### src/common/fst_pkg.sv
// constants for the flag skip test unit
package fst_pkg;
    // instruction codes, 10 bits
    localparam logic [9:0] OP_SKIP_CONV = 10'h287;
    localparam logic [9:0] OP_SKIP_EXT0 = 10'h03a;
    localparam logic [9:0] OP_SKIP_EXT1 = 10'h03b;
    localparam logic [9:0] OP_SKIP_PWRDN = 10'h003;
    localparam logic [9:0] OP_SKIP_SERIAL = 10'h288;
    localparam logic [9:0] OP_SKIP_TIMER1 = 10'h280;
    localparam logic [9:0] OP_SERIAL_START = 10'h29e;
    localparam logic [7:0] OP_SKIP_MEMBIT_HI = 8'h08;
    // byte offsets on the register bus
    localparam logic [7:0] OFS_INT_CTRL_FIRST = 8'h00;
    localparam logic [7:0] OFS_INT_CTRL_SECOND = 8'h04;
    localparam logic [7:0] OFS_EXT0_CTRL = 8'h08;
    localparam logic [7:0] OFS_EXT1_CTRL = 8'h0c;
    localparam logic [7:0] OFS_FLAGS = 8'h10;
    localparam logic [7:0] OFS_EV_STATUS = 8'h14;
    localparam logic [7:0] OFS_EV_ENABLE = 8'h18;
    localparam logic [7:0] OFS_EV_CLEAR = 8'h1c;
    // field positions
    localparam int BIT_T1_EN = 2;
    localparam int BIT_T2_EN = 3;
    localparam int BIT_T3_EN = 0;
    localparam int BIT_T4_EN = 1;
    localparam int BIT_CONV_EN = 2;
    localparam int BIT_SERIAL_EN = 3;
    localparam int BIT_EDGE_SEL = 2;
    localparam int EV_CONV = 0;
    localparam int EV_SERIAL = 1;
    localparam int EV_TIMER0 = 2;
    localparam int EV_SKIP = 6;
    localparam int EV_W = 7;
    // values after reset
    localparam logic [3:0] RST_CTRL = 4'h0;
    localparam logic [EV_W-1:0] RST_EV = 7'h00;
endpackage : fst_pkg

### src/logic/fst_skip_unit.sv
// skip-test decoder with request flags, apb registers and event interrupt
`timescale 1ns/1ps
// Notes on behaviour
// - converter skip clears flag when enable low
// - converter enable high makes it nop
// - converter enable is second control bit 2
// - ext0 skip on level chosen by polarity
// - ext1 skip on level chosen by polarity
// - power-down skip leaves flag unchanged
// - serial skip clears flag, nop if enabled
// - timer1 skip clears flag when enable low
// - timer2 skip clears flag when enable low
// - timer3 skip clears flag when enable low
// - timer4 enable is second control bit 1
// - timer enable high makes skip a nop
// - serial start clears flag, starts transfer
// - memory bit zero skips next instruction
module fst_skip_unit import fst_pkg::*; #(
    parameter int AW = 6
) (
    input wire logic clk,
    input wire logic rst,
    input wire logic psel,
    input wire logic penable,
    input wire logic pwrite,
    input wire logic [7:0] paddr,
    input wire logic [31:0] pwdata,
    output logic [31:0] prdata,
    output logic pready,
    output logic pslverr,
    input wire logic instrValid,
    input wire logic [9:0] instrWord,
    output logic instrSuppress,
    output logic skipNow,
    input wire logic [AW-1:0] dataPointer,
    input wire logic memWrEn,
    input wire logic [AW-1:0] memWrAddr,
    input wire logic [3:0] memWrData,
    input wire logic extInputZeroPin,
    input wire logic extInputOnePin,
    input wire logic powerDownFlag,
    input wire logic convDoneSet,
    input wire logic serialDoneSet,
    input wire logic [3:0] timerSet,
    output logic convDoneFlag,
    output logic serialDoneFlag,
    output logic [3:0] timerRequestFlag,
    output logic serialStart,
    output logic irq
);
    typedef struct packed {
        logic [3:0] intCtrlFirst;
        logic [3:0] intCtrlSecond;
        logic [3:0] ext0Ctrl;
        logic [3:0] ext1Ctrl;
        logic convFlag;
        logic serialFlag;
        logic [3:0] timerFlag;
        logic [9:0] instr;
        logic valid;
        logic skip;
        logic serialStart;
        logic [EV_W-1:0] evStat;
        logic [EV_W-1:0] evEn;
        logic [31:0] prdata;
    } fst_state_s;

    fst_state_s state_q, state_d;
    logic [3:0] memNibble;
    logic [3:0] timerEn;
    logic [3:0] timerHit;
    logic [3:0] timerClr;
    logic convHit, ext0Hit, ext1Hit, pwrHit, serialHit, memHit;
    logic isConv, isSerial, isSst, isMem;
    logic apbWr, apbRd, mapped;
    logic [EV_W-1:0] evSet, evClr;

    fst_nibble_mem #(.AW(AW), .DW(4)) u_mem (
        .clk(clk),
        .rst(rst),
        .wrEn(memWrEn),
        .wrAddr(memWrAddr),
        .wrData(memWrData),
        .rdAddr(dataPointer),
        .rdData(memNibble)
    );

    // decode of the instruction held in the execute stage
    assign isConv = state_q.valid && state_q.instr == OP_SKIP_CONV;
    assign isSerial = state_q.valid && state_q.instr == OP_SKIP_SERIAL;
    assign isSst = state_q.valid && state_q.instr == OP_SERIAL_START;
    assign isMem = state_q.valid && state_q.instr[9:2] == OP_SKIP_MEMBIT_HI;

    assign timerEn = {state_q.intCtrlSecond[BIT_T4_EN],
                      state_q.intCtrlSecond[BIT_T3_EN],
                      state_q.intCtrlFirst[BIT_T2_EN],
                      state_q.intCtrlFirst[BIT_T1_EN]};

    // enable high turns the test into a nop that leaves the flag alone
    assign convHit = isConv && !state_q.intCtrlSecond[BIT_CONV_EN]
                     && state_q.convFlag;
    assign serialHit = isSerial && !state_q.intCtrlSecond[BIT_SERIAL_EN]
                       && state_q.serialFlag;
    assign ext0Hit = state_q.valid && state_q.instr == OP_SKIP_EXT0
                     && (extInputZeroPin == state_q.ext0Ctrl[BIT_EDGE_SEL]);
    assign ext1Hit = state_q.valid && state_q.instr == OP_SKIP_EXT1
                     && (extInputOnePin == state_q.ext1Ctrl[BIT_EDGE_SEL]);
    assign pwrHit = state_q.valid && state_q.instr == OP_SKIP_PWRDN
                    && powerDownFlag;
    assign memHit = isMem && !memNibble[state_q.instr[1:0]];

    for (genvar t = 0; t < 4; t++) begin : g_timer
        assign timerHit[t] = state_q.valid
                             && state_q.instr == OP_SKIP_TIMER1 + 10'(t)
                             && !timerEn[t] && state_q.timerFlag[t];
        assign timerClr[t] = timerHit[t];
    end

    assign skipNow = convHit | serialHit | ext0Hit | ext1Hit | pwrHit | memHit
                     | (|timerHit);
    // a skip decided this cycle must already hold back a word fetched now
    assign instrSuppress = instrValid && (state_q.skip || skipNow);

    assign apbWr = psel && penable && pwrite;
    assign apbRd = psel && !penable && !pwrite;
    always_comb begin
        case (paddr)
            OFS_INT_CTRL_FIRST, OFS_INT_CTRL_SECOND, OFS_EXT0_CTRL, OFS_EXT1_CTRL,
            OFS_FLAGS, OFS_EV_STATUS, OFS_EV_ENABLE, OFS_EV_CLEAR: mapped = 1'b1;
            default: mapped = 1'b0;
        endcase
    end

    assign evSet = {skipNow, timerSet, serialDoneSet, convDoneSet};
    assign evClr = (apbWr && paddr == OFS_EV_CLEAR) ? pwdata[EV_W-1:0] : '0;

    always_comb begin
        state_d = state_q;
        state_d.serialStart = 1'b0;
        // fetch stage: a suppressed word uses its slot and changes nothing
        state_d.valid = instrValid && !instrSuppress;
        state_d.instr = instrWord;
        if (instrValid) begin
            state_d.skip = 1'b0;
        end else if (skipNow) begin
            state_d.skip = 1'b1;
        end
        // clears first, hardware sets afterwards so a set always wins
        if (convHit) begin
            state_d.convFlag = 1'b0;
        end
        if (serialHit || isSst) begin
            state_d.serialFlag = 1'b0;
        end
        state_d.timerFlag = state_q.timerFlag & ~timerClr;
        if (isSst) begin
            state_d.serialStart = 1'b1;
        end
        if (convDoneSet) begin
            state_d.convFlag = 1'b1;
        end
        if (serialDoneSet) begin
            state_d.serialFlag = 1'b1;
        end
        state_d.timerFlag = state_d.timerFlag | timerSet;
        state_d.evStat = (state_q.evStat & ~evClr) | evSet;
        if (apbWr) begin
            case (paddr)
                OFS_INT_CTRL_FIRST: state_d.intCtrlFirst = pwdata[3:0];
                OFS_INT_CTRL_SECOND: state_d.intCtrlSecond = pwdata[3:0];
                OFS_EXT0_CTRL: state_d.ext0Ctrl = pwdata[3:0];
                OFS_EXT1_CTRL: state_d.ext1Ctrl = pwdata[3:0];
                OFS_EV_ENABLE: state_d.evEn = pwdata[EV_W-1:0];
                default: ;
            endcase
        end
        // read data is captured in the setup cycle so it leaves a flop
        if (apbRd) begin
            case (paddr)
                OFS_INT_CTRL_FIRST: state_d.prdata = {28'h0, state_q.intCtrlFirst};
                OFS_INT_CTRL_SECOND: state_d.prdata = {28'h0, state_q.intCtrlSecond};
                OFS_EXT0_CTRL: state_d.prdata = {28'h0, state_q.ext0Ctrl};
                OFS_EXT1_CTRL: state_d.prdata = {28'h0, state_q.ext1Ctrl};
                OFS_FLAGS: state_d.prdata = {26'h0, state_q.timerFlag,
                                             state_q.serialFlag, state_q.convFlag};
                OFS_EV_STATUS: state_d.prdata = {25'h0, state_q.evStat};
                OFS_EV_ENABLE: state_d.prdata = {25'h0, state_q.evEn};
                default: state_d.prdata = 32'h0;
            endcase
        end
    end

    always_ff @(posedge clk or posedge rst) begin
        if (rst) begin
            state_q <= '{intCtrlFirst: RST_CTRL, intCtrlSecond: RST_CTRL,
                         ext0Ctrl: RST_CTRL, ext1Ctrl: RST_CTRL,
                         evStat: RST_EV, evEn: RST_EV, default: '0};
        end else begin
            state_q <= state_d;
        end
    end

    assign prdata = state_q.prdata;
    assign pready = 1'b1;
    assign pslverr = psel && penable && !mapped;
    assign convDoneFlag = state_q.convFlag;
    assign serialDoneFlag = state_q.serialFlag;
    assign timerRequestFlag = state_q.timerFlag;
    assign serialStart = state_q.serialStart;
    assign irq = |(state_q.evStat & state_q.evEn);
endmodule : fst_skip_unit

### src/logic/fst_nibble_mem.sv
// small data memory with registered read port
`timescale 1ns/1ps
module fst_nibble_mem #(
    parameter int AW = 6,
    parameter int DW = 4
) (
    input wire logic clk,
    input wire logic rst,
    input wire logic wrEn,
    input wire logic [AW-1:0] wrAddr,
    input wire logic [DW-1:0] wrData,
    input wire logic [AW-1:0] rdAddr,
    output logic [DW-1:0] rdData
);
    typedef struct packed {
        logic [DW-1:0] rdData;
    } fst_mem_state_s;

    fst_mem_state_s state_q, state_d;
    logic [DW-1:0] mem [0:(1<<AW)-1];

    // the array itself is not reset, only the read register
    always_ff @(posedge clk) begin
        if (wrEn) begin
            mem[wrAddr] <= wrData;
        end
    end

    always_comb begin
        state_d = state_q;
        state_d.rdData = mem[rdAddr];
    end

    always_ff @(posedge clk or posedge rst) begin
        if (rst) begin
            state_q <= '0;
        end else begin
            state_q <= state_d;
        end
    end

    assign rdData = state_q.rdData;
endmodule : fst_nibble_mem

### config.mk
export PLATFORM = sky130hd
export DESIGN_NAME = fst_skip_unit
export DESIGN_NICKNAME = d
export VERILOG_FILES = /design/src/common/fst_pkg.sv /design/src/logic/fst_skip_unit.sv /design/src/logic/fst_nibble_mem.sv
export SDC_FILE = /design/constraint.sdc
export NUM_CORES = 1
export LEC_CHECK = 0
export BUFFER_PORTS_ARGS = -buffer_cell sky130_fd_sc_hd__buf_4
export CAP_MARGIN = 25
export CORE_ASPECT_RATIO = 0.9
export CORE_MARGIN = 2
export CORE_UTILIZATION = 35
export CTS_CLUSTER_DIAMETER = 40
export DETAILED_ROUTE_END_ITERATION = 12
export GPL_ROUTABILITY_DRIVEN = 0
export HOLD_SLACK_MARGIN = 0.1
export SETUP_SLACK_MARGIN = 0.4
export SYNTH_ARGS = -nofsm -noshare
export SYNTH_HDL_FRONTEND = slang
export SYNTH_HIERARCHICAL = 1
export SYNTH_SLANG_ARGS = --single-unit
### constraint.sdc
create_clock -name clk -period 2.55 [get_ports clk]
set_clock_uncertainty 0.05 [all_clocks]
set_input_delay 0.255 -clock clk [delete_from_list [all_inputs] [get_ports clk]]
set_output_delay 0.255 -clock clk [all_outputs]
set_load 0.01 [all_outputs]
* Yosys cells after proc, flatten, opt, wreduce, memory -nomap -nowiden
Memories as Yosys holds them, arrays and structs flattened. A register that Yosys moved wholly into a read port is not among the register bits.
Index checks and enable logic that the tools add are counted.
** Storage, ports and cells
- Output and inout bits :: 44
- Bits in registers :: 81
- Bits in writable memories :: 256
- Input bits :: 82
- ROM bits :: 32
- Memories :: 2
- Word-level logic and storage cells :: 124
** Memories
- u_mem.mem :: depth 64, bits a word 4, read ports 1, clocked after memory_dff 1, write ports 1, line fst_nibble_mem.sv:20 : logic [DW-1:0] mem [0:(1<<AW)-1];
- (no name shown) :: depth 32, bits a word 1, read ports 1, clocked after memory_dff 0, write ports 0, line fst_skip_unit.sv:127 : case (paddr)
** Operators by class
- Reduce and logical (&&, ||, !) cells :: 60
- Equal/unequal tests :: 20
- Magnitude comparators :: 1
- Bitwise operators :: 13
- Mux-type cells :: 14
** Operators by type and width (number)
- 10-bit equality test, second input constant :: 7
- 7-bit one-hot mux with 7 select lines :: 1
- 1-bit logical AND :: 35
- 8-bit by 5-bit equality test with 1-bit output, second input constant :: 4
- 8-bit by 4-bit equality test with 1-bit output, second input constant :: 3
- 10-bit by 6-bit equality test with 1-bit output, second input constant :: 2
- 7-bit AND :: 2
- 1-bit zero test :: 11
- 1-bit 2-to-1 mux :: 11
- 10-bit by 2-bit equality test with 1-bit output, second input constant :: 1
- 2-bit AND reduction :: 5
- 8-bit by 3-bit equality test with 1-bit output, second input constant :: 1
- 8-bit zero test :: 1
- 7-bit 2-to-1 mux :: 1
- 7-bit inverter :: 1
- 7-bit OR :: 1
- 7-bit OR reduction :: 1
- 1-bit OR :: 6
- 2-bit nonzero test :: 3
- 4-bit AND :: 1
- 4-bit inverter :: 1
- 4-bit OR :: 1
- 4-bit OR reduction :: 1
- 3-bit zero test :: 1
- other kinds (4) :: 6

* Depth between registers and ports, before layout
Gate-level depths: netlist of run 1.
- Word-level depth :: 14
- Depth in mapped cells :: 8
- Gate-level depth less buffers :: 5

* Cells and area by module
The synthesis of run 1 kept the hierarchy.
** Modules (own cells, without submodules)
- fst_nibble_mem :: instances 1, area an instance 10476.3 µm², cells each 531, sequential area each 7787.5 µm²
- fst_skip_unit :: instances 1, area an instance 2985.4 µm², cells each 274, sequential area each 1401.3 µm²

* Worst setup path after synthesis of run 1
OpenSTA, ideal clock, no wires.
- Path kind :: reg-to-output
- Start point :: register state_q[49] (netlist bit)
- End point :: output instrSuppress
- Buffers on the path :: 0
- Arrival time :: 1569 ps
- Data required time :: 2245 ps
- Setup slack :: 676 ps
- Cell stages (with the launch flop) :: 6
- Cells stage by stage :: dfrtp_1 -> nand3b_1 -> or3b_1 -> a31oi_1 -> nor4_2 -> a21boi_0
** On the way
- Word-level cells in the longest chain between the ends :: 12
- Elaborated cells between the ends (all ways) :: 46
- Those cells by class :: eq/ne (9); mux (2); bitwise (6); reduce/logical (29)
** RTL lines
- from (decl) :: line fst_skip_unit.sv:68 : fst_state_s state_q, state_d;
- from (signal assigned) :: line fst_skip_unit.sv:195 : state_q <= '{intCtrlFirst: RST_CTRL, intCtrlSecond: RST_CTRL,
- from (signal assigned) :: line fst_skip_unit.sv:199 : state_q <= state_d;
- 10-bit equality test, on equally long branches :: line fst_skip_unit.sv:89, fst_skip_unit.sv:90
- 1-bit logical AND, on equally long branches :: line fst_skip_unit.sv:89, fst_skip_unit.sv:90
- 1-bit logical AND, on equally long branches :: line fst_skip_unit.sv:100, fst_skip_unit.sv:102
- 1-bit logical AND, on equally long branches :: line fst_skip_unit.sv:101, fst_skip_unit.sv:103
- 1-bit OR (5 in a row) :: line fst_skip_unit.sv:119 : assign skipNow = convHit | serialHit | ext0Hit | ext1Hit | pwrHit | memHit
- 1-bit OR (*) :: line fst_skip_unit.sv:120 : | (|timerHit);
- 1-bit logical OR (*) :: line fst_skip_unit.sv:122 : assign instrSuppress = instrValid && (state_q.skip || skipNow);
- 1-bit logical AND (*) :: line fst_skip_unit.sv:122
- to (decl) :: line fst_skip_unit.sv:33 : output logic instrSuppress,
Every way passes the cells marked *; elsewhere a longest branch is shown, timed or not. The select of a mux whose other input is x is not followed.

* Worst setup path after layout of run 1
Ends and elaborated chain as after synthesis.

==> results of run 1 <==
==> logic make-up after synthesis <==
family                    Yosys count  synth area share
buffers and inverters              83            0.0426
and+or+nand+nor                   222            0.0849
DFF                               316             0.683
muxes                             109             0.151
AOI/OAI and AO/OA                  71            0.0376
xor gates and xnor gates            2           0.00130
other                               2          0.000558
==> state kept, by name (all words and copies together) (netlist names) <==
name and flops:
state_q 42, prdata 7, timerRequestFlag 4, serialStart 1, serialDoneFlag 1, u_mem/mem 256, convDoneFlag 1, u_mem/rdData 4
==> power breakdown <==
group	internal, W	switching [W]
sequential	0.00564	0.0000268
clock	0.00325	0.00218
combinational	0.000295	0.000394
total	0.00919	0.00261
==> stage by stage <==
stage	instances	total power [W]	TNS (ps)	instance area [sq um]
5_1_grt	1444	0.0122	-13.5	16100
4_1_cts	1440	0.0119	0	16000
3_3_place_gp	1332	0.00641	0	14300
2_1_floorplan	829	0.00617	0	13600
3_5_place_dp	1332	0.00641	0	14300
6_report	1444	0.0118	0	16100
==> per-layer routing <==
metal | share of wire | track usage | vias to the layer above | wire (um)
li1 | - | - | 3356 | -
met1 | 0.46 | 0.211 | 3875 | 13400
met2 | 0.46 | 0.225 | 227 | 13500
met3 | 0.063 | 0.0307 | 37 | 1840
met4 | 0.018 | 0.0439 | 0 | 515
met5 | 0 | 0 | - | 0
==> cell type report <==
class | instances | area, sq um
repair buffers | 128 | 1090
fillers | 3355 | 22000
clock buffers | 44 | 1060
flip-flops and latches | 316 | 9190
inverters | 7 | 26.3
multi-input cells | 430 | 3870
well taps | 490 | 613
clock inverters | 29 | 259
==> cells in the final DEF (no fill, tap or decap), types with 5 or more instances in the layout <==
cell / count
edfxtp_1: 256
mux2i_1: 15
dlygate4sd3_1: 31
a22oi_1: 6
nor3b_1: 5
o21ai_0: 8
mux4_1: 17
a21oi_1: 10
and3_1: 5
nand3_1: 20
nor2b_1: 8
inv_1: 6
clkinv_2: 5
dfrtp_1: 58
nand4_1: 8
mux2_2: 27
clkbuf_16: 42
nor3_1: 11
nand2b_1: 9
clkinv_1: 7
conb_1: 26
mux4_2: 50
buf_4: 92
a21o_1: 10
nor2_1: 83
nand2_1: 40
nand3b_1: 8
clkinv_4: 5
o31ai_1: 7
o22ai_1: 5
==> critical path, cell delays in order (launching register included) <==
cell and delay (ps):
dfrtp_2 430, nand3b_1 240, or3b_4 420, a31oi_4 190, nor4_4 80, a21boi_1 130, buf_4 130
==> worst min path at each step <==
stage	cells after the start	startpoint	to
2_1_floorplan	1	rst	u_mem/rdData[0]
6_report	3	paddr[4]	prdata[4]
3_5_place_dp	2	rst	u_mem/rdData[3]
4_1_cts	2	memWrAddr[2]	u_mem/mem[48][0]
5_1_grt	2	memWrAddr[2]	u_mem/mem[48][0]
3_3_place_gp	2	rst	u_mem/rdData[3]
==> timing repair <==
| action | in CTS | in global routing |
|---|---|---|
| endpoints found under the hold margin | 82 | 0 |
| hold buffers | 31 | 0 |
| gates resized for setup | 9 | 10 |
| setup endpoints to repair | 2 | 2 |
| pin swaps | 4 | 3 |
| setup buffers | 4 | 4 |
==> results by group, run 1 <==
Timing
  • Worst-Margin Slew: 706 ps
  • Min Hold Slack: 140 ps
  • Final setup violation count: 0
  • Peak Freq: 0.405 GHz
  • Max Slew Vio Count: 0
  • PnR worst setup slack: 81.7 ps
  • Max transition margin: 0.525
  • Fin crit share: 0.968
  • Final count of hold timing violations: 0
  • RSZ-0062 raised after global routing: true
  • Minimum clock period: 2470 ps

CTS
  • H-tree levels: 2
  • TritonCTS clock tree: built
  • Clk sinks: approximately 320
  • Worst-path clk slew: 60 ps
  • Clk Latency, worst-skew pair: about 540 ps
  • Longest Clk Path Bufs: 3
  • CTS Buf Count: 40
  • CTS Root Buffer Type: clkbuf_16

Critical path
  • Crit end category: output pin
  • CP arrival: about 2200 ps
  • R2R cell count: 6
  • R2R setup slack: just under 700 ps
  • Crit Reg-Reg Startpoint: state_q[49]
  • Crit Path Class: reg2out
  • Data required, critical path: 2250 ps
  • CP startpoint: state_q[49]
  • CP endpoint: instrSuppress
  • Max FO, Critical Path: 4
  • Crit path launch type: register
  • Worst r2r dst: state_q[48]

Placement
  • Setup WS pre-CTS: 266 ps
  • IO buf count: 74
  • Post-DP HPWL: 18.8 mm

Synth
  • Post-synth top cells: edfxtp_1 (256), nor2_1 (83), dfrtp_1 (60)
  • Synth top area share: 0.571
  • Top-count cell post-synth: edfxtp_1
  • Sequential share of the synthesized area: 0.683
  • Avg Cell Area, Syn: 16.7 sq um
  • Post-synth top flop: edfxtp_1
  • Yosys top cell by area: edfxtp_1
  • Cells after Synth: 805
  • Register bit total from synthesis: 316
  • Ranking of synthesized cells by area: edfxtp_1 (57%), dfrtp_1 (11%), mux4_2 (8.4%)
  • Number of synthesized flops with an enable pin: roughly 260
  • Post-synthesis cell type count: 67
  • Yosys warnings: 6
  • Ys async rst share: 0.190
  • Post-Syn Area: 13,500 sq um

Route
  • Vias per cell: approximately 5.2
  • Wire per inst: between 20 and 25 um
  • Number of detailed-route iterations in the first pass: 5
  • Antenna Nets Post-Route: 0
  • Total Wirelength: 29.2 mm
  • # DRC: 0
  • DR iter-0 viols: 600
  • Vias post-DR: 7,495

GRT
  • Initial antenna violation count: 0
  • Overall routing resource usage: 0.147
  • Largest net degree at the start of global routing: 65
  • First-pass GRT wire length: 44.4 mm
  • Number of global-route vias before repair: 7,399
  • Grt ovf: 0

Power
  • Pwr per Cell Area: 732 nW/um^2
  • Peak supply drop: 0.402 mV
  • Lkg Pwr: 5.60 nW

Layout
  • Diode count: 0
  • Post-Route Utilization: 0.423
  • Post-layout nets: 1,005
  • Synthesis-to-finish area growth: 19.6%
  • Layout cells sized above 1: 0.278

Floorplan
  • I/O Pins: 126
  • Std-Cell Rows: 68
  • Die height: 190 um
  • Starting Density: 0.353
  • Core Region: about 38,000 sq um
  • Die width: approximately 210 um
  • Die area: approximately 40,000 sq um

Hold path
  • Hold WC Path Type: in2reg

Status
  • Status: finished, final reports clean

Flow run
  • Max_cap viols: 0
Power figures use the tool's default switching activity.
==> run 2: changes to the inputs <==
CORE_UTILIZATION = 39   (was 35)
CTS_CLUSTER_SIZE = 28   (was not set)
==> run 2 against run 1 <==
- sequential power about the same
- global-route usage is 1.9 points higher
- non-clock buffer count shrank 3
- register-to-register slack improved by 20 ps
- first-iteration DRC count down 1.2%
- clock power grew 0.7%
- critical path depth did not move
- fmax increased by 2.3%
- cell area fell by 0.40%
- sequential cell count stayed put
- routed wire length up 1.3%
- utilization up 4.9 points
==> results by group, run 2 (synthesis results as in run 1) <==
Power
  • Peak supply drop: 0.540 mV
  • Pwr per Cell Area: approximately 740 nW/um^2
  • Lkg Pwr: 5.60 nW

Timing
  • Max Slew Vio Count: 0
  • Peak Freq: 0.415 GHz
  • RSZ-0062 raised after global routing: true
  • Final count of hold timing violations: 0
  • Worst-Margin Slew: 659 ps
  • Fin crit share: 0.946
  • Max transition margin: 0.561
  • Minimum clock period: 2410 ps
  • Final setup violation count: 0
  • Final setup TNS: 0 ps

Layout
  • Diode count: 0
  • Final Instance Count excl. Fillers: approximately 1.4k
  • Layout cells sized above 1: 0.283
  • Commonest cells after routing, fill and taps aside: edfxtp_1 (256), buf_4 (93), nor2_1 (83)
  • Post-layout nets: 1,002
  • Synthesis-to-finish area growth: 19.2%
  • Most common cell after layout, fill and taps aside: edfxtp_1
  • Max FFs per register: 256
  • Largest register by flop count: u_mem/mem

Hold path
  • Hold WC Path Type: in2async

GRT
  • Largest net degree at the start of global routing: 65
  • Number of global-route vias before repair: 7,422
  • Grt ovf: 0
  • Overall routing resource usage: 0.165
  • First-pass GRT wire length: 44.8 mm
  • Initial antenna violation count: 0

Route
  • Vias per cell: approximately 5.3
  • Wire per inst: 21.0 um
  • Total Wirelength: 29.6 mm
  • Number of detailed-route iterations in the first pass: 5
  • Antenna Nets Post-Route: 0
  • # DRC: 0
  • DR iter-0 viols: between 500 and 600
  • Vias post-DR: about 7.5k

Critical path
  • Crit end category: output pin
  • CP arrival: between 2000 and 2500 ps
  • Data required, critical path: 2250 ps
  • Max FO, Critical Path: 5
  • Crit path launch type: register
  • Crit Path Class: reg2out

CTS
  • TritonCTS clock tree: built
  • Clk sinks: 316
  • H-tree levels: 2
  • CTS Root Buffer Type: clkbuf_16
  • Longest Clk Path Bufs: 3
  • Clk Latency, worst-skew pair: 540 ps
  • CTS Buf Count: 40
  • Worst-path clk slew: 70 ps

Floorplan
  • Std-Cell Rows: 64
  • Core Region: 34,000 sq um
  • I/O Pins: 126
  • Die area: 36,000 sq um
  • Starting Density: 0.396
  • Die height: 180 um
  • Die width: 200 um

Placement
  • IO buf count: 74
  • Post-DP HPWL: 18.9 mm
  • # placed instances: 1,307

Flow run
  • Max_cap viols: 0

Status
  • Status: finished, final reports clean
-- run 2: cell types whose count changed in the layout (fill, tap and decap cells not counted), moves of 4 or more --
cell,before,now
clkinv_1,7,0
clkinv_8,2,7
inv_6,3,9
inv_8,2,6
-- run 2: cell type report --
type	instances	area [sq um]
clock buffer	41	1000
timing repair buffer	125	1040
inverter	7	26.3
clock inverter	31	323
multi-input combinational	430	3880
tap	462	578
fill	2925	18000
sequential	316	9190
-- run 2: per-stage QoR --
| stage | hold WS [ps] | util | setup slack, ps | cell area (sq um) | power [W] |
|---|---|---|---|---|---|
| detailed placement | 132 | 0.420 | 345 | 14300 | 0.00641 |
| global placement | 130 | 0.420 | 325 | 14300 | 0.00640 |
| floorplan | -28.9 | - | 676 | 13600 | 0.00617 |
| global route | 128 | 0.471 | 41.0 | 16000 | 0.0122 |
| finish | 123 | 0.471 | 138 | 16000 | 0.0118 |
| CTS | 114 | 0.470 | 120 | 16000 | 0.0120 |
-- run 2: timing repair --
| action | CTS | global route |
|---|---|---|
| setup endpoints to repair | 2 | 2 |
| pin swaps | 5 | 2 |
| resized for setup | 12 | 7 |
| buffers inserted | 4 | 0 |
| hold buffers | 29 | 0 |
| hold endpoints to repair | 79 | 0 |
-- run 2: routing by layer --
metal / up-vias / routed length (um) / global-route usage
met3: 52 / 1770 / 0.0316
met5: - / 0 / 0
li1: 3358 / - / -
met4: 0 / 580 / 0.0430
met1: 3830 / 13100 / 0.240
met2: 231 / 14200 / 0.257
-- run 2: worst paths after layout --
check | startpoint | to | slack, ps | cells past startpoint
max in group asynchronous | rst | state_q[45] | 1480 | 4
max | state_q[49] | instrSuppress | 140 | 6
min | rst | u_mem/rdData[2] | 120 | 3
max reg2reg | u_mem/mem[7][1] | u_mem/rdData[1] | 710 | 5
min reg2reg | prdata[2] | prdata[2] | 430 | 2
min in group clk | paddr[2] | prdata[3] | 150 | 3
-- run 2: power by group --
group / leakage [nW] / internal (W) / switching, W
Sequential: 3.04 / 0.00563 / 0.0000277
Clock: 0.652 / 0.00305 / 0.00243
Combinational: 1.91 / 0.000290 / 0.000393
Total: 5.60 / 0.00897 / 0.00285
-- run 2: worst max-delay path: stages, from the launching register on --
cell and delay (ps):
dfrtp_1 410, nand3b_1 230, or3b_4 430, a31oi_4 180, nor4_4 80, a21boi_1 130
buf_4 130
==> run 3: changes to the inputs <==
BUFFER_PORTS_ARGS = not set   (was -buffer_cell sky130_fd_sc_hd__buf_4)
DONT_BUFFER_PORTS = 1   (was not set)
==> run 3 against run 2 <==
- first-iteration DRC count rose by 7.1%
- sequential cell count did not move
- global-route usage rose by 0.46 points
- non-clock buffer count fell by 52
- final cell count fell by 3.3%
- register-to-register slack got worse by 190 ps
- largest power group is now the clock network
==> results by group, run 3 (synthesis results as in run 1) <==
Critical path
  • R2R setup slack: between 500 and 600 ps
  • Crit end category: output pin
  • CP cell instances: nand3b_1, or3b_4, a31oi_4, nor4_4, a21boi_2
  • Crit-path max cell delay: 420 ps
  • CP arrival: 2050 ps
  • Worst r2r dst: u_mem/rdData[0]
  • Crit path max-delay family: simple AND/OR/NAND/NOR gates
  • R2R cell count: 6
  • CP Buf/Inv Count: 0
  • Max FO, Critical Path: 4
  • Crit Reg-Reg Startpoint: u_mem/mem[15][0]
  • Data required, critical path: between 2000 and 2500 ps
  • Crit Path Class: reg2out
  • Crit path launch type: register
  • Cell with the largest stage delay on the worst path: or3b_4

Power
  • Total Power: 0.0123 W
  • Combinational Power Share: 0.046
  • Sequential Power Share: 0.459
  • Clock share of power: 0.496
  • Pwr per Cell Area: 773 nW/um^2
  • Peak supply drop: 0.485 mV
  • Pint: 0.00960 W
  • Switching power: around 0.0027 W
  • Lkg Pwr: 5.43 nW
  • Switch share: 0.222

Hold path
  • Hold path depth: 4
  • Hold WC Path Type: in2reg
  • HP Start: dataPointer[2]
  • Hold Path End: u_mem/rdData[1]

Layout
  • Multi-input gate area: between 3000 and 4000 sq um
  • Register area: approximately 9200 sq um
  • Commonest cells after routing, fill and taps aside: edfxtp_1 (256), nor2_1 (82), dfrtp_1 (59)
  • Largest register by flop count: u_mem/mem
  • Synthesis-to-finish area growth: 18.5%
  • Most common cell after layout, fill and taps aside: edfxtp_1
  • Max FFs per register: 256
  • Diode count: 0
  • Post-layout nets: approximately 950
  • Filler cells: approximately 2.9k
  • Layout cells sized above 1: 0.219

Floorplan
  • Die width: between 150 and 200 um
  • Die height: 180 um
  • Die area: roughly 36,000 sq um
  • Core Region: 34,000 sq um
  • Starting Density: 0.396
  • I/O Pins: approximately 130
  • Std-Cell Rows: between 60 and 70

CTS
  • Worst-path clk slew: 60 ps
  • Clk sinks: 316
  • CTS Root Buffer Type: clkbuf_16
  • CTS Buf Count: 42
  • Longest Clk Path Bufs: 3
  • H-tree levels: 2
  • TritonCTS clock tree: built
  • Clk Latency, worst-skew pair: 550 ps

Timing
  • Max transition margin: 0.500
  • Final setup TNS: 0 ps
  • RSZ-0062 raised after global routing: true
  • Final count of hold timing violations: 0
  • Worst-Margin Slew: 749 ps
  • Peak Freq: ~0.42 GHz
  • Fin crit share: 0.923
  • Minimum clock period: 2350 ps
  • Final setup violation count: 0
  • Max Slew Vio Count: 0

Status
  • Status: finished, final reports clean

Route
  • Wire per inst: 22.0 um
  • Antenna Nets Post-Route: 0
  • Number of detailed-route iterations in the first pass: 5
  • Vias per cell: 5.39
  • Vias post-DR: 7,362
  • # DRC: 0
  • Total Wirelength: roughly 30 mm
  • DR iter-0 viols: 635

GRT
  • Overall routing resource usage: 0.170
  • Initial antenna violation count: 0
  • Number of global-route vias before repair: 7,534
  • Largest net degree at the start of global routing: 65
  • First-pass GRT wire length: ~46 mm
  • Grt ovf: 0

Placement
  • Post-DP HPWL: around 18 mm
  • IO buf count: 0

Flow run
  • Max_cap viols: 0
==> run 3: cell count changes in the layout (fill, tap and decap cells not counted), sizes merged <==
cell / delta
clkbuf: +3
clkinvlp: +6
dlygate4sd3: +25
dlymetal6s4s: +3
buf: -80
inv: -2
clkinv: -6
bufinv: +5
==> run 3: through the flow <==
stage	instance area [sq um]	util	setup WS [ps]	hold WS (ps)	instances
after detailed placement	13600	0.400	493	-17.3	1218
final	16000	0.469	197	118	1366
after global routing	16000	0.469	103	128	1366
after CTS	15900	0.467	198	105	1365
after floorplan	13600	-	676	-28.9	829
after global placement	13600	0.400	493	-19.4	1218
==> run 3: routing by layer <==
metal	routed length, um	GRT usage	part of all wire
met2	13800	0.254	0.46
met4	762	0.0554	0.025
met5	0	0	0
met1	13500	0.250	0.45
met3	2010	0.0346	0.067
==> run 3: power by group through the flow <==
stage / clock [W] / combinational (W) / sequential, W
floorplan: 0 / 0.000415 / 0.00576
global placement: 0 / 0.000365 / 0.00576
detailed placement: 0 / 0.000367 / 0.00577
CTS: 0.00622 / 0.000556 / 0.00566
global route: 0.00645 / 0.000607 / 0.00567
finish: 0.00611 / 0.000564 / 0.00566
==> run 3: area by class of cell <==
| type | count | area share |
|---|---|---|
| clock buffer | 44 | 0.0677 |
| clock inverter | 34 | 0.0259 |
| inverter | 7 | 0.00165 |
| multi-input combinational | 430 | 0.244 |
| sequential | 316 | 0.576 |
| tap | 462 | 0.0362 |
| timing repair buffer | 73 | 0.0488 |
==> run 3: what timing repair did <==
item                       in CTS  in global routing
hold endpoints to repair      407                  0
pin swaps                       5                  3
hold buffers                   61                  0
buffers inserted                8                  1
resized for setup              15                 10
setup endpoints to repair       2                 14
==> run 3: tightest hold or removal path, stage by stage <==
cell,delay [ps]
nand3b_1,70
nand3_1,110
nand2_1,60
o311ai_1,150
==> run 3: worst max-delay path by stage <==
stage,from,to,slack (ps),cells past startpoint
3_5_place_dp,state_q[49],instrSuppress,490,5
4_1_cts,state_q[49],instrSuppress,200,5
6_report,state_q[49],instrSuppress,200,5
5_1_grt,state_q[49],instrSuppress,100,6
2_1_floorplan,state_q[49],instrSuppress,680,5
3_3_place_gp,state_q[49],instrSuppress,490,5
